**src/verilog/irq_unit_pkg.sv**
```systemverilog
// Package with register map, field layout, vector table and timing constants of the interrupt unit.
package irq_unit_pkg;
  // Register byte addresses on APB (printed offsets used directly, own choices for the rest).
  localparam logic [11:0] ADDR_ENABLE0 = 12'h0a8;
  localparam logic [11:0] ADDR_ENABLE1 = 12'h0ac;
  localparam logic [11:0] ADDR_PRIO0 = 12'h0b8;
  localparam logic [11:0] ADDR_PRIO1 = 12'h0bc;
  localparam logic [11:0] ADDR_POLARITY = 12'h0e8;
  localparam logic [11:0] ADDR_PENDING = 12'h0c0;
  localparam logic [11:0] ADDR_STATUS = 12'h0f0;
  localparam logic [11:0] ADDR_MASK = 12'h0f4;
  localparam logic [11:0] ADDR_CONTROL = 12'h0f8;
  localparam logic [11:0] ADDR_SERVICE = 12'h0fc;
  // Bit positions inside the first enable register.
  localparam int EN0_LINE0 = 0;
  localparam int EN0_TIMER0 = 1;
  localparam int EN0_LINE1 = 2;
  localparam int EN0_TIMER1 = 3;
  localparam int EN0_SERIAL = 4;
  localparam int EN0_TIMER2 = 5;
  localparam int EN0_GLOBAL = 7;
  // Control register bits: power-down request and return-from-service strobe.
  localparam int CTL_POWER_DOWN = 0;
  localparam int CTL_RETURN = 1;
  // Status register bits: taken, wake-up.
  localparam int STS_TAKEN = 0;
  localparam int STS_WAKE = 1;
  localparam int NUM_SRC = 14;
  localparam int NUM_PIN = 8;
  localparam logic [7:0] RESET_BYTE = 8'h00;
  // Source index in order of fixed same-level priority, highest first.
  typedef logic [3:0] src_idx_t;
  // Source numbering: 0 line0, 1 timer0, 2 line1, 3 timer1, 4 serial, 5 timer2, 6..13 lines 2..9.
  localparam src_idx_t POLL_ORDER [NUM_SRC] = '{4'h0, 4'h4, 4'h9, 4'h1, 4'ha, 4'h2, 4'h6,
                                                 4'hb, 4'h3, 4'h5, 4'h7, 4'hc, 4'h8, 4'hd};
  // Vector address of each source by source number.
  localparam logic [15:0] VECTOR_OF [NUM_SRC] = '{16'h0003, 16'h000b, 16'h0013, 16'h001b,
                                                   16'h0023, 16'h002b, 16'h003b, 16'h0043,
                                                   16'h004b, 16'h0053, 16'h005b, 16'h0063,
                                                   16'h006b, 16'h0073};
  // Synchroniser depth and clock figures.
  localparam int SYNC_STAGES = 2;
  localparam int CLK_PERIOD_NS = 40;
  // Service level encoding.
  typedef enum logic [1:0] {LVL_IDLE, LVL_LOW, LVL_HIGH} lvl_t;
endpackage : irq_unit_pkg

```
**src/verilog/two_level_interrupt_unit.sv**
```systemverilog
// Fourteen-source two-level interrupt unit with APB registers and vector output.
// Behaviour
// Fourteen sources: two lines, timers, serial, eight.
// Taken interrupt jumps to its own vector.
// Each source has an enable bit.
// Global enable gates every source.
// First enable register bit layout fixed.
// Second enable register enables lines two-nine.
// Two priority levels, high preempts low.
// Lines two-nine enter on first port.
// Lines zero, one from third port.
// Lines two-nine are level sensitive.
// Enabled port line wakes from power-down.
// Polarity register selects active level.
// Pending flag sticks until software clears.
// Software clears flag before service returns.
// Pending register bit0 line2 to bit7 line9.
// Fixed order resolves same-level simultaneous requests.
// Pins pass two flip-flops before use.
//
// The APB register port was left to the implementer.
`timescale 1ns/1ps
module two_level_interrupt_unit
  import irq_unit_pkg::*;
(
  input wire logic pclk,
  input wire logic presetn,
  input wire logic psel,
  input wire logic penable,
  input wire logic pwrite,
  input wire logic [11:0] paddr,
  input wire logic [31:0] pwdata,
  output logic [31:0] prdata,
  output logic pready,
  output logic pslverr,
  input wire logic ext_line0,
  input wire logic ext_line1,
  input wire logic [7:0] port1_pins,
  input wire logic timer0_overflow,
  input wire logic timer1_overflow,
  input wire logic timer2_overflow,
  input wire logic serial_request,
  output logic cpu_irq_req,
  output logic [15:0] cpu_vector,
  output logic power_down_bit,
  output logic wake_up,
  output logic irq
);
  // State of the unit, apart from the pin synchroniser chain, in one packed struct.
  typedef struct packed {
    logic [7:0] enable0;
    logic [7:0] enable1;
    logic [7:0] prio0;
    logic [7:0] prio1;
    logic [7:0] polarity;
    logic [7:0] pending;
    logic [1:0] status;
    logic [1:0] mask;
    logic power_down;
    logic wake;
    lvl_t level;
    logic low_saved;
    logic req;
    logic [15:0] vector;
    logic [31:0] rdata;
  } state_t;

  state_t st_ff;
  state_t nxt_st;
  logic [9:0] pins_synced;
  logic [NUM_SRC-1:0] request;
  logic [NUM_SRC-1:0] enabled;
  logic [NUM_SRC-1:0] en_mask;
  logic [NUM_SRC-1:0] high_sel;
  logic [7:0] line_active;
  logic bus_access;
  logic bus_write;
  logic bus_read;
  logic hit;
  logic [3:0] win_idx;
  logic win_valid;
  logic win_high;

  // Per-source vector by source number taken from a pair of enable or priority registers.
  function automatic logic [NUM_SRC-1:0] spread(input logic [7:0] r0, input logic [7:0] r1);
    spread = {r1, r0[EN0_TIMER2], r0[EN0_SERIAL], r0[EN0_TIMER1], r0[EN0_LINE1],
              r0[EN0_TIMER0], r0[EN0_LINE0]};
  endfunction : spread

  // Address decode used by the error response and write path.
  function automatic logic is_mapped(input logic [11:0] a);
    is_mapped = (a == ADDR_ENABLE0) || (a == ADDR_ENABLE1) || (a == ADDR_PRIO0) || (a == ADDR_PRIO1) ||
                (a == ADDR_POLARITY) || (a == ADDR_PENDING) || (a == ADDR_STATUS) ||
                (a == ADDR_MASK) || (a == ADDR_CONTROL) || (a == ADDR_SERVICE);
  endfunction : is_mapped

  // two-stage sync
  // Port pins enter inverted, so the cleared chain matches their pulled-up idle level after reset.
  pin_sync #(
    .WIDTH(10),
    .STAGES(SYNC_STAGES)
  ) u_sync (
    .pclk(pclk),
    .presetn(presetn),
    .pin_async({~port1_pins, ext_line1, ext_line0}),
    .pin_sync_out(pins_synced)
  );

  // level polarity
  // The chain holds inverted port pins, so a line is active where its stored bit differs from its polarity bit.
  assign line_active = pins_synced[9:2] ^ st_ff.polarity;

  // Raw requests by source number; R1 fourteen sources, R9 R8 pin mapping.
  assign request = {st_ff.pending, timer2_overflow, serial_request, timer1_overflow,
                    pins_synced[1], timer0_overflow, pins_synced[0]};

  // enable gating
  // Per-source enables in source order, before the global gate.
  assign en_mask = spread(st_ff.enable0, st_ff.enable1);
  // A source may interrupt only with its own bit and the global bit both set.
  assign enabled = request & en_mask & {NUM_SRC{st_ff.enable0[EN0_GLOBAL]}};
  // priority select per source
  assign high_sel = spread(st_ff.prio0, st_ff.prio1);

  // fixed poll order, high level first.
  always_comb begin
    win_idx = 4'h0;
    win_valid = 1'b0;
    win_high = 1'b0;
    for (int k = NUM_SRC - 1; k >= 0; k--) begin
      if (enabled[POLL_ORDER[k]] && !high_sel[POLL_ORDER[k]]) begin
        win_idx = POLL_ORDER[k];
        win_valid = 1'b1;
      end
    end
    for (int k = NUM_SRC - 1; k >= 0; k--) begin
      if (enabled[POLL_ORDER[k]] && high_sel[POLL_ORDER[k]]) begin
        win_idx = POLL_ORDER[k];
        win_valid = 1'b1;
        win_high = 1'b1;
      end
    end
  end

  // APB handshake: zero wait states.
  assign bus_access = psel && penable;
  assign bus_write = bus_access && pwrite;
  assign bus_read = bus_access && !pwrite;
  assign hit = is_mapped(paddr);
  assign pready = 1'b1;
  assign pslverr = bus_access && !hit;

  // Next-state logic for registers, flags, and the service level tracker.
  always_comb begin
    logic preempt_ok;
    logic [7:0] wb;
    preempt_ok = 1'b0;
    wb = pwdata[7:0];
    nxt_st = st_ff;
    nxt_st.req = 1'b0;
    // Register writes.
    if (bus_write && hit) begin
      case (paddr)
        ADDR_ENABLE0: nxt_st.enable0 = wb & 8'hbf;
        ADDR_ENABLE1: nxt_st.enable1 = wb;
        ADDR_PRIO0: nxt_st.prio0 = wb & 8'h3f;
        ADDR_PRIO1: nxt_st.prio1 = wb;
        ADDR_POLARITY: nxt_st.polarity = wb;
        // software clear of flags by writing zero
        ADDR_PENDING: nxt_st.pending = st_ff.pending & wb;
        ADDR_MASK: nxt_st.mask = wb[1:0];
        ADDR_CONTROL: begin
          nxt_st.power_down = wb[CTL_POWER_DOWN];
          // return ends the current level
          if (wb[CTL_RETURN]) begin
            if (st_ff.level == LVL_HIGH && st_ff.low_saved) begin
              nxt_st.level = LVL_LOW;
            end else begin
              nxt_st.level = LVL_IDLE;
            end
            nxt_st.low_saved = 1'b0;
          end
        end
        default: begin
        end
      endcase
    end
    // Status read clears only the bits that the access returns.
    // An event that lands in the setup cycle is not in the returned data, so it survives.
    if (bus_read && paddr == ADDR_STATUS) begin
      nxt_st.status = st_ff.status & ~st_ff.rdata[1:0];
    end
    // hardware set wins over clear
    nxt_st.pending = nxt_st.pending | line_active;
    // wake on enabled port line
    // The wake-up pulse lasts one cycle, and power-down drops at the same edge.
    if (st_ff.power_down && |(line_active & st_ff.enable1)) begin
      nxt_st.power_down = 1'b0;
      nxt_st.wake = 1'b1;
      nxt_st.status[STS_WAKE] = 1'b1;
    end else begin
      nxt_st.wake = 1'b0;
    end
    // preemption allowed only by a strictly higher level.
    case (st_ff.level)
      LVL_IDLE: preempt_ok = win_valid;
      LVL_LOW: preempt_ok = win_valid && win_high;
      LVL_HIGH: preempt_ok = 1'b0;
      default: preempt_ok = 1'b0;
    endcase
    // Power-down holds acceptance off until a wake-up or a control write with bit 0 clear drops it.
    // vectoring on accept
    if (preempt_ok && !st_ff.power_down) begin
      nxt_st.req = 1'b1;
      nxt_st.vector = VECTOR_OF[win_idx];
      nxt_st.low_saved = (st_ff.level == LVL_LOW);
      nxt_st.level = win_high ? LVL_HIGH : LVL_LOW;
      nxt_st.status[STS_TAKEN] = 1'b1;
    end
    // Read data mux, registered for the access cycle.
    nxt_st.rdata = 32'h0000_0000;
    case (paddr)
      // first enable layout
      ADDR_ENABLE0: nxt_st.rdata[7:0] = st_ff.enable0;
      ADDR_ENABLE1: nxt_st.rdata[7:0] = st_ff.enable1;
      ADDR_PRIO0: nxt_st.rdata[7:0] = st_ff.prio0;
      ADDR_PRIO1: nxt_st.rdata[7:0] = st_ff.prio1;
      ADDR_POLARITY: nxt_st.rdata[7:0] = st_ff.polarity;
      // pending bit order
      ADDR_PENDING: nxt_st.rdata[7:0] = st_ff.pending;
      ADDR_STATUS: nxt_st.rdata[1:0] = st_ff.status;
      ADDR_MASK: nxt_st.rdata[1:0] = st_ff.mask;
      ADDR_CONTROL: nxt_st.rdata[0] = st_ff.power_down;
      ADDR_SERVICE: nxt_st.rdata = {12'h000, 2'(st_ff.level), st_ff.low_saved, 1'b0, st_ff.vector};
      default: nxt_st.rdata = 32'h0000_0000;
    endcase
  end

  // Register the whole state.
  always_ff @(posedge pclk or negedge presetn) begin
    if (!presetn) begin
      st_ff <= '{enable0: RESET_BYTE, enable1: RESET_BYTE, prio0: RESET_BYTE, prio1: RESET_BYTE,
                 polarity: RESET_BYTE, pending: RESET_BYTE, status: 2'b00, mask: 2'b00,
                 power_down: 1'b0, wake: 1'b0, level: LVL_IDLE, low_saved: 1'b0, req: 1'b0,
                 vector: 16'h0000, rdata: 32'h0000_0000};
    end else begin
      st_ff <= nxt_st;
    end
  end

  // Read data is captured from the mux at the edge that ends the setup cycle.
  // It then stands unchanged through the access phase; the cost is that a value
  // changed by hardware during the setup cycle shows only on the next read.
  assign prdata = st_ff.rdata;
  assign cpu_irq_req = st_ff.req;
  assign cpu_vector = st_ff.vector;
  assign power_down_bit = st_ff.power_down;
  assign wake_up = st_ff.wake;
  assign irq = |(st_ff.status & st_ff.mask);

  // global enable off means no request
  chk_global_gate: assert property (@(posedge pclk) disable iff (!presetn)
    !st_ff.enable0[EN0_GLOBAL] |=> !cpu_irq_req)
    else $error("Interrupt taken with global enable clear");

  // flag holds without a clearing write
  chk_flag_sticky: assert property (@(posedge pclk) disable iff (!presetn)
    !(bus_write && paddr == ADDR_PENDING) |=> (st_ff.pending & $past(st_ff.pending)) == $past(st_ff.pending))
    else $error("Pending flag dropped without software clear");

  // active level sets the flag
  chk_level_sets: assert property (@(posedge pclk) disable iff (!presetn)
    |line_active |=> (st_ff.pending & $past(line_active)) == $past(line_active))
    else $error("Active line did not set its flag");

  // vector matches winning source
  chk_vector_map: assert property (@(posedge pclk) disable iff (!presetn)
    nxt_st.req |=> cpu_vector == VECTOR_OF[$past(win_idx)])
    else $error("Vector does not match winning source");

  // line zero wins its level
  // Line zero wins whenever it stands at the level of the winner.
  chk_line0_first: assert property (@(posedge pclk) disable iff (!presetn)
    (enabled[0] && (high_sel[0] == win_high)) |-> win_idx == 4'h0)
    else $error("Line zero lost same-level arbitration");

  // no take while high level in service
  chk_high_blocks: assert property (@(posedge pclk) disable iff (!presetn)
    (st_ff.level == LVL_HIGH && !bus_write) |=> !cpu_irq_req)
    else $error("Interrupt taken during high-level service");

  // wake on enabled line
  chk_wake_exit: assert property (@(posedge pclk) disable iff (!presetn)
    (power_down_bit && |(line_active & st_ff.enable1)) |=> (wake_up && !power_down_bit))
    else $error("Enabled line failed to wake");

  // disabled source never vectors
  chk_enable_gate: assert property (@(posedge pclk) disable iff (!presetn)
    nxt_st.req |-> (request[win_idx] && en_mask[win_idx] && st_ff.enable0[EN0_GLOBAL]))
    else $error("Disabled source was taken");

  // polarity applied to line two
  chk_polarity: assert property (@(posedge pclk) disable iff (!presetn)
    line_active[0] == ($past(port1_pins[0], 2) == st_ff.polarity[0]))
    else $error("Polarity not applied");
endmodule : two_level_interrupt_unit

```
**src/verilog/pin_sync.sv**
```systemverilog
// Multi-stage synchroniser for asynchronous request pins.
`timescale 1ns/1ps
module pin_sync
  import irq_unit_pkg::*;
#(
  parameter int WIDTH = 10,
  parameter int STAGES = SYNC_STAGES
) (
  input wire logic pclk,
  input wire logic presetn,
  input wire logic [WIDTH-1:0] pin_async,
  output logic [WIDTH-1:0] pin_sync_out
);
  // Chain of flops, stage 0 read only by stage 1.
  logic [WIDTH-1:0] chain_ff [STAGES];

  // Elaboration check: fewer than two stages is no synchroniser.
  if (STAGES < 2) begin : g_bad
    $error("pin_sync needs at least two stages");
  end

  // Shift the pins through the chain.
  always_ff @(posedge pclk or negedge presetn) begin
    if (!presetn) begin
      for (int i = 0; i < STAGES; i++) begin
        chain_ff[i] <= '0;
      end
    end else begin
      chain_ff[0] <= pin_async;
      for (int i = 1; i < STAGES; i++) begin
        chain_ff[i] <= chain_ff[i-1];
      end
    end
  end

  assign pin_sync_out = chain_ff[STAGES-1];
endmodule : pin_sync

```
**config.mk**
```make
export PLATFORM = sky130hd
export DESIGN_NAME = two_level_interrupt_unit
export DESIGN_NICKNAME = d
export VERILOG_FILES = /design/src/verilog/irq_unit_pkg.sv /design/src/verilog/two_level_interrupt_unit.sv /design/src/verilog/pin_sync.sv
export SDC_FILE = /design/constraint.sdc
export NUM_CORES = 1
export LEC_CHECK = 0
export ABC_CLOCK_PERIOD_IN_PS = 2700
export CORE_AREA = 3 3 90 109
export CTS_BUF_LIST = sky130_fd_sc_hd__clkbuf_8
export DETAILED_ROUTE_END_ITERATION = 10
export DIE_AREA = 0 0 93 112
export DONT_BUFFER_PORTS = 1
export GPL_TIMING_DRIVEN = 0
export PLACE_DENSITY_LB_ADDON = 0.05
export SYNTH_ARGS = -nofsm -noshare
export SYNTH_HDL_FRONTEND = slang
export SYNTH_SLANG_ARGS = --single-unit
export TNS_END_PERCENT = 1
```
**constraint.sdc**
```tcl
create_clock -name pclk -period 2.7 [get_ports pclk]
set_input_delay 0.135 -clock pclk [delete_from_list [all_inputs] [get_ports pclk]]
set_output_delay 0.135 -clock pclk [all_outputs]
set_load 0.05 [all_outputs]
```
==> Word-level counts from Yosys, hierarchy flattened <==
Memory sizes are Yosys's and may differ from the RTL's.
Cells that the tools add are included.
{ "totals": {"input_bits": 63, "word_cells": 217, "output_inout_bits": 54, "reg_bits": 123, "memories": 1, "rom_bits": 256} }
{ "mem_list": {"columns": ["name", "depth", "width", "rd", "rd_clocked_by_memory_dff", "wr", "line_no", "rtl"], "rows": [
  ["(no name shown)", 16, 16, 1, 0, 0, "two_level_interrupt_unit.sv:215", "nxt_st.vector = VECTOR_OF[win_idx];"]
]} }
{ "classes": {"n_lt_le_gt_ge": 1, "muxes": 92, "eq_ne": 12, "n_reduce_logical": 82, "bitwise_logic": 11} }
{ "op_table": {"columns": ["cell", "count"], "rows": [
  ["12-bit by 8-bit equality test with 1-bit output, second input constant", 10],
  ["4-bit two-way mux", 28],
  ["1-bit two-way mux", 49],
  ["6-bit case mux with 7 select lines", 1],
  ["1-bit logical AND", 38],
  ["16-bit two-way mux", 2],
  ["14-bit AND", 2],
  ["20-bit two-way mux", 1],
  ["1-bit logical NOT", 17],
  ["8-bit AND", 2],
  ["8-bit two-way mux", 2],
  ["2-bit AND reduction", 7],
  ["2-bit nonzero test", 7],
  ["12-bit two-way mux", 1],
  ["1-bit case mux with 10 select lines", 1],
  ["1-bit logical OR", 9],
  ["3-bit two-way mux", 3],
  ["1-bit case mux with 9 select lines", 1],
  ["8-bit NOT", 1],
  ["8-bit bitwise OR", 1],
  ["8-bit OR reduction", 1],
  ["8-bit bitwise XOR", 1],
  ["5-bit >= comparator, second input constant", 1],
  ["4-bit NOT with 5-bit output", 1],
  ["other kinds (9)", 11]
]} }

==> Logic depth before layout (Yosys ltp) <==
Gate-level depths: netlist of the first run.
{ "depth": {"word_depth": 36, "mapped_depth": 13, "depth_no_buf": 10} }

==> Cells and area by module <==
A second synthesis of the first run with hierarchy kept.
{ "hier_totals": {"hier_cells": 473, "area_unflattened_um2": 4902.2} }
{ "by_module_without_submodules": {"columns": ["mod", "seq_area_each_um2", "instances", "area_per_inst_um2", "cells_per_inst"], "rows": [
  ["two_level_interrupt_unit", 1776.7, 1, 4326.6, 443],
  ["pin_sync", 500.5, 1, 575.6, 30]
]} }

==> Least setup slack after synthesis of the first run <==
OpenSTA, ideal clock, no wires.
{ "synth_path": {"path_kind": "flip-flop to flip-flop", "startpoint": "register st_ff[105] in the netlist's numbering", "endpoint": "register st_ff (netlist bit cpu_vector[3])", "stages_incl_launch_ff": 13, "path_buffers": 2, "t_arrival_ns": 2.410, "setup_ns": 0.081, "required_time_ns": 2.619, "setup_slack_ns": 0.209, "synth_period_minus_slack_ns": 2.491, "cell_sequence": "dfrtp_1 > buf_6 > buf_6 > and4b_1 > or3b_1 > a311oi_1 > o21ai_1 > nand2_1 > nand2_1 > ha_1 > a21o_1 > mux2_4 > a31oi_2"} }
{ "synth_via": {"elab_chain_len": 34, "elab_cells_between_ends": 106, "classes_between": "mux (73); bitwise (2); reduce/logical (30); memory (1)"} }
{ "synth_lines": {"columns": ["item", "line_no", "rtl"], "rows": [
  ["start: declaration", "two_level_interrupt_unit.sv:68", "state_t st_ff;"],
  ["start signal: assignment", "two_level_interrupt_unit.sv:242", "st_ff <= '{enable0: RESET_BYTE, enable1: RESET_BYTE, prio0: RESET_BYTE, prio1: RESET_BYTE,"],
  ["start signal: assignment", "two_level_interrupt_unit.sv:247", "st_ff <= nxt_st;"],
  ["14-bit AND (*)", "two_level_interrupt_unit.sv:121", "assign enabled = request & en_mask & {NUM_SRC{st_ff.enable0[EN0_GLOBAL]}};"],
  ["1-bit logical AND", "two_level_interrupt_unit.sv:131", "if (enabled[POLL_ORDER[k]] && !high_sel[POLL_ORDER[k]]) begin"],
  ["4-bit two-way mux (14 in a row)", "two_level_interrupt_unit.sv:131", null],
  ["4-bit two-way mux (14 in a row)", "two_level_interrupt_unit.sv:137", "if (enabled[POLL_ORDER[k]] && high_sel[POLL_ORDER[k]]) begin"],
  ["4-bit NOT with 5-bit output (implied by the code)", "two_level_interrupt_unit.sv:215", null],
  ["memory 16 x 16 bit", null, null],
  ["16-bit two-way mux (implied by the code) (2 in a row)", "two_level_interrupt_unit.sv:215", null]
]} }
Mark *: on every way between the ends. The rest lies on a longest branch, timed or not. The select of a mux whose other input is x is not followed.
A chain may end at the register's enable or synchronous reset.

==> Final worst setup path of the first run <==
Ends and elaborated chain as after synthesis.

==> run_results.csv, run 1 <==
group,metric,value,unit
setup_path,cp-end-kind,"flop",
sta,hold_slack,0.0846,ns
cts,cts_tree,"yes",
sta,min_period,2.61,ns
floorplanning,die_x,93,um
yosys,synth_edf_count,0,
finish,multi_input_area,2380,um2
drt,ant_nets,0,
floorplanning,coreArea,8940,um2
floorplanning,dieArea,10400,um2
yosys,synth_fa_ha_area_share,0.752,%
place,dp_hpwl,9530,um
yosys,synth_top_family_by_area,"simple AND/OR/NAND/NOR gates",
finish,layout_commonest_cell,"dfrtp_1",
sta,fin_crit_sh,96.7,%
global_route,grt_antenna_before_repair,0,
global_route,grt_pass1_wl,20500,um
sta,maxSlewHeadroom,1.48,%
global_route,gr-usage-all-layers,25.6,%
power_and_ir_drop,p_leak,2.77,nW
drt,highest_layer,"met4",
cts,numCtsBuffers,9,
finish,seqCellArea,2280,um2
setup_path,path_max_fanout,7,
drt,wl_met1,5370,um
setup_path,critical_path_required,2.97,ns
sta,hold_violations,0,
place,io_buffers,0,
yosys,synth_cells,478,
outcome,violations,"max-capacitance violations",
finish,nNetsFinal,615,
yosys,async_flop_share,100,%
drt,dr.pass1.iters,6,
place,place_congestion,0.939,
setup_path,r2r_setup_slack,0.09,ns
drt,wl_per_cell,18.9,um
yosys,avgSynthCellArea,10.4,um2
drt,wirelength,12800,um
global_route,grt_pass1_vias,3963,
floorplanning,fp.dieH,112,um
yosys,syn_area,4990,um2
drt,avgViaCountPerCell,5.85,
cts,clk_pin_slew,0.10,ns
flow_run,drv_cap,1,
cts,cts_max_path_buffers,2,
drt,wl_met2,6480,um
cts,clk_latency,0.38,ns
sta,setup_viol,0,
yosys,synthMuxAreaShare,7.92,%
finish,drive_gt1_share,26.4,%
cts,htreeDepth,3,
setup_path,cp-startpoint,"st_ff[105]",
floorplanning,rows,38,
sta,skew,0.0106,ns
yosys,yosys_warnings,0,
yosys,synth-simple-area-share,19.6,%
floorplanning,ios,117,
setup_path,crit_type,"reg2reg",
outcome,outcome,"complete, but fails checks",
sta,fmax,383,MHz
sta,max_slew.worst_pin.slew,1.47,ns
finish,mostFrequentLayoutCells,"dfrtp_1, buf_4, nand2_1",
cts,cts_sinks,91,
setup_path,critPathLaunchType,"flop",
drt,dr_total_vias,3941,
setup_path,arrival,2.88,ns
sta,maxSlewViolCount,0,
global_route,grt_overflow,0,
setup_path,r2r-end,"cpu_vector[3]",
drt,wl_met3,657,um
power_and_ir_drop,power,0.00280,W
drt,first_iter_violations,455,
yosys,yosysSeqAreaShare,45.6,%
drt,drc,0,
yosys,ys_ff_latch,91,
worst_hold_path,hold_path_class,"in2reg",
cts,cts_root_buf,"clkbuf_8",
global_route,grt_max_degree,92,
setup_path,rr_worst_depth,10,
finish,n_antenna_cell,0,
yosys,synth-compound-area-share,14.1,%
setup_path,crit_end,"cpu_vector[3]",
finish,fill_cells,755,
yosys,yosysUniqueCellTypes,74,
setup_path,reg2reg_from,"st_ff[105]",
finish,areaGrowthSynthToFinish,17.2,%
yosys,synth_xor_area_share,1.40,%
sta,rsz0062_at_grt,"yes",
yosys,synth_ff_type,"dfrtp_1",
floorplanning,initial_core_util,55.9,%
power_and_ir_drop,ir_worst_vdd,438,uV
power_and_ir_drop,p_per_area,478,nW/um2
## state kept, by name, summed over array words and instances, names as in the netlist
register	count
wake_up	1
en_mask	14
u_sync.pin_sync_out	10
high_sel	14
st_ff	16
cpu_vector	5
cpu_irq_req	1
prdata	11
request	8
power_down_bit	1
u_sync.chain_ff	10
## repair_timing
item | 4_1_cts | 5_1_grt
cloned | 0 | 0
setup endpoints to repair | 2 | 3
setup buffers | 2 | 8
hold buffers | 20 | 0
pin swaps | 4 | 9
gates resized for setup | 6 | 8
hold endpoints to repair | 143 | 0
## per-layer routing
layer | global-route usage (%) | vias up
met2 | 43.2 | 140
met5 | 0 | -
met3 | 3.99 | 18
li1 | - | 1818
met1 | 33.3 | 1965
met4 | 8.90 | 0
## power by group
| group | total (W) | internal (W) | switching [W] | leakage (nW) |
|---|---|---|---|---|
| logic | 0.000309 | 0.0000942 | 0.000215 | 1.52 |
| registers | 0.00142 | 0.00139 | 0.0000249 | 1.13 |
| clock network | 0.00108 | 0.000541 | 0.000536 | 0.114 |
## worst max-delay path, cell delays in order (launching register included)
cell     delay, ns
dfrtp_1       0.38
buf_6         0.13
buf_4         0.13
nand4_1       0.14
nand3_1       0.20
or4_4         0.61
o41ai_4       0.42
a21o_4        0.20
inv_4         0.07
nor2_1        0.17
a31oi_4       0.04
## per-stage QoR
stage	worst slack, ns	instance area (um2)	utilization, %	setup TNS, ns	instances
after floorplan	0.209	5110	-	0	508
after global placement	-0.180	5260	58.8	-0.193	628
after detailed placement	-0.161	5260	58.8	-0.179	628
after CTS	-0.0295	5750	64.4	-0.0295	666
after global routing	-0.0250	5850	65.5	-0.0304	674
final	0.0887	5850	65.5	0	674
## cells in the mapped netlist (3+ instances only)
cell type / n / area [um2]
dfrtp_1: 91 / 2280
buf_2: 3 / 15.0
o22ai_1: 4 / 25.0
and4b_1: 3 / 30.0
ha_1: 3 / 37.5
nor3_1: 10 / 50.1
nand4_1: 16 / 100
a22oi_1: 14 / 105
and3b_1: 3 / 26.3
o21ai_0: 23 / 115
nand2b_1: 3 / 18.8
a222oi_1: 6 / 60.1
inv_1: 22 / 82.6
and3_1: 8 / 50.1
nand2_1: 41 / 154
buf_6: 3 / 33.8
clkbuf_1: 3 / 11.3
xnor2_1: 8 / 70.1
nand3_1: 18 / 90.1
and2_1: 9 / 56.3
nor2_1: 21 / 78.8
a21oi_1: 4 / 20.0
nand4b_1: 8 / 70.1
a21o_1: 3 / 22.5
mux2_2: 32 / 360
o211ai_1: 3 / 22.5
buf_4: 49 / 368
nor4_1: 4 / 25.0
a221oi_1: 3 / 26.3
## cell families (layout without fill, tap and decap cells)
logic type,after synthesis,count (layout)
xor gates and xnor gates,8,8
and+or+nand+nor,166,166
AOI/OAI and AO/OA,91,91
buffers and inverters,82,128
muxes,35,35
DFF,91,91
other,2,32
adders and majority gates,3,3
## area by class of cell
type                    instances  area share (%)
plain buffers                  59            7.48
clock buffers                   9            2.12
clock inverters                 7            1.84
inverters                      23            1.52
multi-input cells             335            40.6
flip-flops and latches         91            38.9
well taps                     120            2.56
repair buffers                 30            5.00
## worst min path at each step
stage,from,endpoint,slack (ns),cells past startpoint
after CTS,penable,st_ff[56],0.07,5
after detailed placement,presetn,prdata[19],-0.16,0
after global placement,presetn,cpu_vector[1],-0.16,0
after global routing,penable,st_ff[57],0.10,4
final,penable,st_ff[56],0.08,5
after floorplan,presetn,cpu_irq_req,-0.16,0
(Power assumes the default switching activity.)
==> inputs of run 2 (changes only) <==
--- a/config.mk
+++ b/config.mk
@@ -5,11 +5,11 @@
 export SDC_FILE = /design/constraint.sdc
 export NUM_CORES = 1
 export LEC_CHECK = 0
-export ABC_CLOCK_PERIOD_IN_PS = 2700
-export CORE_AREA = 3 3 90 109
+export ABC_CLOCK_PERIOD_IN_PS = 2400
+export CORE_AREA = 2 2 89 108
 export CTS_BUF_LIST = sky130_fd_sc_hd__clkbuf_8
 export DETAILED_ROUTE_END_ITERATION = 10
-export DIE_AREA = 0 0 93 112
+export DIE_AREA = 0 0 91 110
 export DONT_BUFFER_PORTS = 1
 export GPL_TIMING_DRIVEN = 0
 export PLACE_DENSITY_LB_ADDON = 0.05
==> constraint.sdc (replaced) <==
create_clock -name pclk -period 2.4 [get_ports pclk]
set_input_delay 0.12 -clock pclk [delete_from_list [all_inputs] [get_ports pclk]]
set_output_delay 0.12 -clock pclk [all_outputs]
set_load 0.05 [all_outputs]
==> run_results.csv, run 2 (same netlist as run 1, synthesis figures left out) <==
group,metric,value,unit
outcome,outcome,"complete, but fails checks",
outcome,violations,"negative setup slack",
setup_path,arrival,2.89,ns
power_and_ir_drop,p_leak,2.86,nW
cts,clk_pin_slew,0.11,ns
finish,largest_reg_flops,16,
setup_path,crit_chain,"buf_6, buf_8, buf_12, nand4b_1, and2_4, a311oi_2, o21ai_1, nand2_1, buf_4, buf_4, buf_4, buf_4, buf_4, mux2_4, a31oi_4",
global_route,use_met2,44.6,%
setup_path,critPathLaunchType,"flop",
power_and_ir_drop,combPwrFrac,11.8,%
place,place_congestion,0.963,
power_and_ir_drop,p_sw,0.000890,W
sta,maxSlewViolCount,0,
global_route,grt_pass1_vias,3666,
cts,numCtsBuffers,9,
sta,hold_violations,0,
global_route,gr-usage-all-layers,25.8,%
sta,fin_crit_sh,107,%
setup_path,path_max_fanout,7,
sta,hold_slack,0.0939,ns
place,io_buffers,0,
cts,cts_root_buf,"clkbuf_8",
power_and_ir_drop,seq_power_share,53.7,%
setup_path,crit_type,"reg2reg",
setup_path,cpPeakStageDelay,0.39,ns
setup_path,cp_num_buf_inv,8,
power_and_ir_drop,internal_power,0.00208,W
sta,skew,0.0148,ns
floorplanning,coreArea,8940,um2
setup_path,crit_family,"buffers and inverters",
setup_path,r2r_setup_slack,-0.17,ns
finish,top_register,"st_ff",
worst_hold_path,hold_path_class,"in2reg",
global_route,grt_antenna_before_repair,0,
drt,wirelength,12700,um
finish,areaGrowthSynthToFinish,20.5,%
finish,mostFrequentLayoutCells,"dfrtp_1, buf_4, nand2_1",
sta,rsz0062_at_grt,"yes",
power_and_ir_drop,swShare,30.0,%
cts,htreeDepth,3,
drt,dr.pass1.iters,5,
floorplanning,ios,117,
power_and_ir_drop,clock_power_share,34.5,%
drt,first_iter_violations,312,
setup_path,critPathSlowestCell,"dfrtp_1",
finish,nNetsFinal,629,
global_route,grt_overflow,0,
global_route,grt_pass1_wl,19500,um
sta,fmax,389,MHz
cts,cts_sinks,91,
power_and_ir_drop,power,0.00297,W
drt,drc,0,
setup_path,cp-end-kind,"flop",
global_route,grt_max_degree,92,
setup_path,critical_path_required,2.71,ns
sta,setup_ws,-0.172,ns
finish,layout_commonest_cell,"dfrtp_1",
setup_path,cp_common_cell,"buf_4",
drt,wl_per_cell,18.5,um
sta,min_period,2.57,ns
finish,drive_gt1_share,29.4,%
sta,timing.setup.tns,-0.918,ns
cts,cts_tree,"yes",
finish,n_antenna_cell,0,
power_and_ir_drop,p_per_area,493,nW/um2
drt,avgViaCountPerCell,5.73,
drt,ant_nets,0,
drt,dr_total_vias,3940,
sta,maxSlewHeadroom,2.02,%
floorplanning,die_x,91,um
floorplanning,dieArea,10000,um2
floorplanning,fp.dieH,110,um
sta,setup_viol,9,
floorplanning,rows,38,
power_and_ir_drop,ir_worst_vdd,467,uV
sta,max_slew.worst_pin.slew,1.46,ns
cts,clk_latency,0.38,ns
global_route,grt_use_met1,33.1,%
place,dp_hpwl,9260,um
cts,cts_max_path_buffers,2,
global_route,busiest_layer,"met2",
floorplanning,initial_core_util,55.9,%
global_route,grtUsageMet3,4.21,%
flow_run,drv_cap,0,
==> run 2: repair_timing <==
item,4_1_cts,5_1_grt
setup buffers,17,5
hold endpoints to repair,143,0
gates resized for setup,17,9
pin swaps,12,10
hold buffers,20,0
gates cloned,1,1
endpoints found under the setup margin,6,10
==> run 2: final timing paths <==
path | from | endpoint | cells past startpoint
max | st_ff[105] | cpu_vector[3] | 15
min | penable | st_ff[56] | 5
max reg2reg | st_ff[105] | cpu_vector[3] | 15
min reg2reg | u_sync.chain_ff[10] | u_sync.pin_sync_out[0] | 0
max in group asynchronous | presetn | en_mask[2] | 2
min in group asynchronous | presetn | cpu_vector[4] | 2
==> run 2: routing by layer <==
metal | vias up | share of wire, %
li1 | 1844 | -
met1 | 1931 | 42
met5 | - | 0
met4 | 0 | 2.2
met3 | 22 | 5.9
met2 | 143 | 50
==> run 2: cell type report <==
cell class / count / area, um2
Inverter: 23 / 88.8
Tap cell: 120 / 150
Clock inverter: 7 / 70.1
Sequential cell: 91 / 2280
Fill cell: 738 / 2920
Multi-Input combinational cell: 335 / 2410
Buffer: 59 / 454
Clock buffer: 9 / 124
Timing Repair Buffer: 44 / 440
==> run 2: power by group through the flow <==
stage / combinational (W) / sequential, W / clock (W)
floorplan: 0.000262 / 0.00161 / 0
finish: 0.000350 / 0.00159 / 0.00102
detailed placement: 0.000273 / 0.00162 / 0
global placement: 0.000272 / 0.00162 / 0
global route: 0.000373 / 0.00160 / 0.00111
CTS: 0.000346 / 0.00159 / 0.00104
==> run 2: stage by stage <==
| stage | instances | util (%) | setup slack [ns] | cell area [um2] |
|---|---|---|---|---|
| 5_1_grt | 688 | 67.3 | -0.262 | 6020 |
| 4_1_cts | 682 | 66.3 | -0.144 | 5920 |
| 3_5_place_dp | 628 | 58.9 | -0.382 | 5260 |
| 6_report | 688 | 67.3 | -0.172 | 6020 |
| 3_3_place_gp | 628 | 58.9 | -0.380 | 5260 |
| 2_1_floorplan | 508 | - | 0.0248 | 5110 |
==> run 2: worst min-delay path, delay by kind of cell <==
family / cells / cell delay, ns
simple gates: 5 / 0.32
==> inputs of run 3 (changes only) <==
--- a/config.mk
+++ b/config.mk
@@ -5,7 +5,7 @@
 export SDC_FILE = /design/constraint.sdc
 export NUM_CORES = 1
 export LEC_CHECK = 0
-export ABC_CLOCK_PERIOD_IN_PS = 2400
+export ABC_CLOCK_PERIOD_IN_PS = 3000
 export CORE_AREA = 2 2 89 108
 export CTS_BUF_LIST = sky130_fd_sc_hd__clkbuf_8
 export DETAILED_ROUTE_END_ITERATION = 10
==> constraint.sdc (replaced) <==
create_clock -name pclk -period 3 [get_ports pclk]
set_input_delay 0.15 -clock pclk [delete_from_list [all_inputs] [get_ports pclk]]
set_output_delay 0.15 -clock pclk [all_outputs]
set_load 0.05 [all_outputs]
==> run_results.csv, run 3 (same netlist as run 1, synthesis figures left out) <==
group,metric,value,unit
global_route,grt_pass1_vias,3666,
drt,dr_total_vias,3871,
sta,timing.setup.tns,0,ns
sta,setup_viol,0,
cts,cts_root_buf,"clkbuf_8",
global_route,grt_overflow,0,
sta,min_period,2.80,ns
finish,areaGrowthSynthToFinish,14.3,%
setup_path,crit_type,"reg2reg",
outcome,outcome,"complete, but fails checks",
global_route,grt_pass1_wl,19500,um
drt,wl_per_cell,19.0,um
sta,skew,0.0176,ns
floorplanning,initial_core_util,55.9,%
place,dpl-instance-area,5260,um2
finish,stdcell_area,5710,um2
worst_hold_path,hp-start,"pwrite",
floorplanning,ios,117,
setup_path,critPathLaunchType,"flop",
cts,post_cts_buffers,0,
finish,nNetsFinal,604,
setup_path,arrival,3.10,ns
cts,htreeDepth,3,
setup_path,path_max_fanout,10,
setup_path,cp-end-kind,"flop",
power_and_ir_drop,p_leak,2.71,nW
sta,hold_violations,0,
drt,ant_nets,0,
drt,dr.pass1.iters,6,
global_route,gr-usage-all-layers,25.7,%
cts,clk_latency,0.37,ns
finish,mostFrequentLayoutCells,"dfrtp_1, buf_4, nand2_1",
global_route,grt_max_degree,92,
power_and_ir_drop,p_per_area,439,nW/um2
floorplanning,coreArea,8940,um2
drt,drc,0,
finish,top_register,"st_ff",
finish,final_core_util,63.9,%
worst_hold_path,min_to,"st_ff[56]",
cts,numCtsBuffers,9,
setup_path,rr_worst_depth,11,
power_and_ir_drop,ir_worst_vdd,390,uV
floorplanning,dieArea,10000,um2
setup_path,r2r_setup_slack,0.20,ns
floorplanning,rows,38,
worst_hold_path,hold_path_class,"in2reg",
cts,cts_max_path_buffers,2,
sta,fmax,357,MHz
setup_path,r2r-end,"cpu_vector[3]",
drt,avgViaCountPerCell,5.84,
cts,clk_pin_slew,0.10,ns
floorplanning,die_x,91,um
setup_path,reg2reg_from,"st_ff[105]",
place,place_congestion,0.913,
finish,final_cell_count_no_fill,663,
sta,fin_crit_sh,93.3,%
finish,n_antenna_cell,0,
place,io_buffers,0,
cts,cts_sinks,91,
finish,layout_commonest_cell,"dfrtp_1",
sta,maxSlewViolCount,0,
finish,drive_gt1_share,23.6,%
place,placed_cells,628,
sta,maxSlewHeadroom,1.54,%
finish,largest_reg_flops,16,
sta,max_slew.worst_pin.slew,1.47,ns
setup_path,critical_path_required,3.30,ns
floorplanning,fp.dieH,110,um
global_route,grt_antenna_before_repair,0,
sta,rsz0062_at_grt,"no",
worst_hold_path,hold_path_depth,4,
outcome,violations,"max-capacitance violations",
cts,cts_tree,"yes",
drt,first_iter_violations,312,
drt,wirelength,12600,um
place,dp_hpwl,9290,um
flow_run,drv_cap,1,
==> run 3: critical path, stage by stage, from the launching register on <==
cell and delay (ns):
dfrtp_1 0.38, buf_6 0.13, buf_6 0.14, buf_6 0.16, nand4b_1 0.20, nor3b_1 0.41
a311oi_2 0.18, o21a_1 0.27, ha_1 0.31, a21o_1 0.16, mux2_4 0.26, a31oi_2 0.15
==> run 3: power breakdown <==
part | internal [W] | leakage (nW) | switching (W)
logic | 0.0000823 | 1.46 | 0.000191
registers | 0.00125 | 1.13 | 0.0000221
clock network | 0.000502 | 0.119 | 0.000458
total | 0.00184 | 2.71 | 0.000671
==> run 3: worst max-delay path by stage <==
stage / cells after the start / endpoint / from / slack [ns]
floorplan: 12 / cpu_vector[3] / st_ff[105] / 0.51
global placement: 11 / cpu_vector[3] / st_ff[105] / 0.17
detailed placement: 11 / cpu_vector[3] / st_ff[105] / 0.17
CTS: 11 / cpu_vector[3] / st_ff[105] / 0.15
global route: 13 / cpu_vector[3] / st_ff[105] / 0.008
finish: 11 / cpu_vector[3] / st_ff[105] / 0.20
==> run 3: final cells by class <==
class                      instances  area, um2
fill                             753       3230
multi-input combinational        335       2320
sequential                        91       2280
buffer                            59        432
timing repair buffer              19        208
tap                              120        150
clock buffer                      10        138
clock inverter                     6       93.8
inverter                          23       88.8
==> run 3: what timing repair did <==
action                                  in CTS  in global routing
gates resized for setup                      0                  2
hold buffers                                19                  0
endpoints found under the hold margin      142                  0
endpoints found under the setup margin       0                  1
==> run 3: metrics by stage <==
step / power [W] / hold WS, ns / worst slack, ns
after floorplan: 0.00150 / -0.146 / 0.509
after global placement: 0.00151 / -0.143 / 0.169
after detailed placement: 0.00152 / -0.143 / 0.173
after CTS: 0.00253 / 0.00969 / 0.154
after global routing: 0.00259 / 0.0434 / 0.00812
final: 0.00251 / 0.0315 / 0.201
==> run 3: metal layers <==
metal,up-vias,part of all wire (%),GRT usage (%)
li1,1805,-,-
met1,1914,43,33.9
met5,-,0,0
met4,0,2.0,10.4
met2,136,50,43.6
met3,16,5.1,3.47
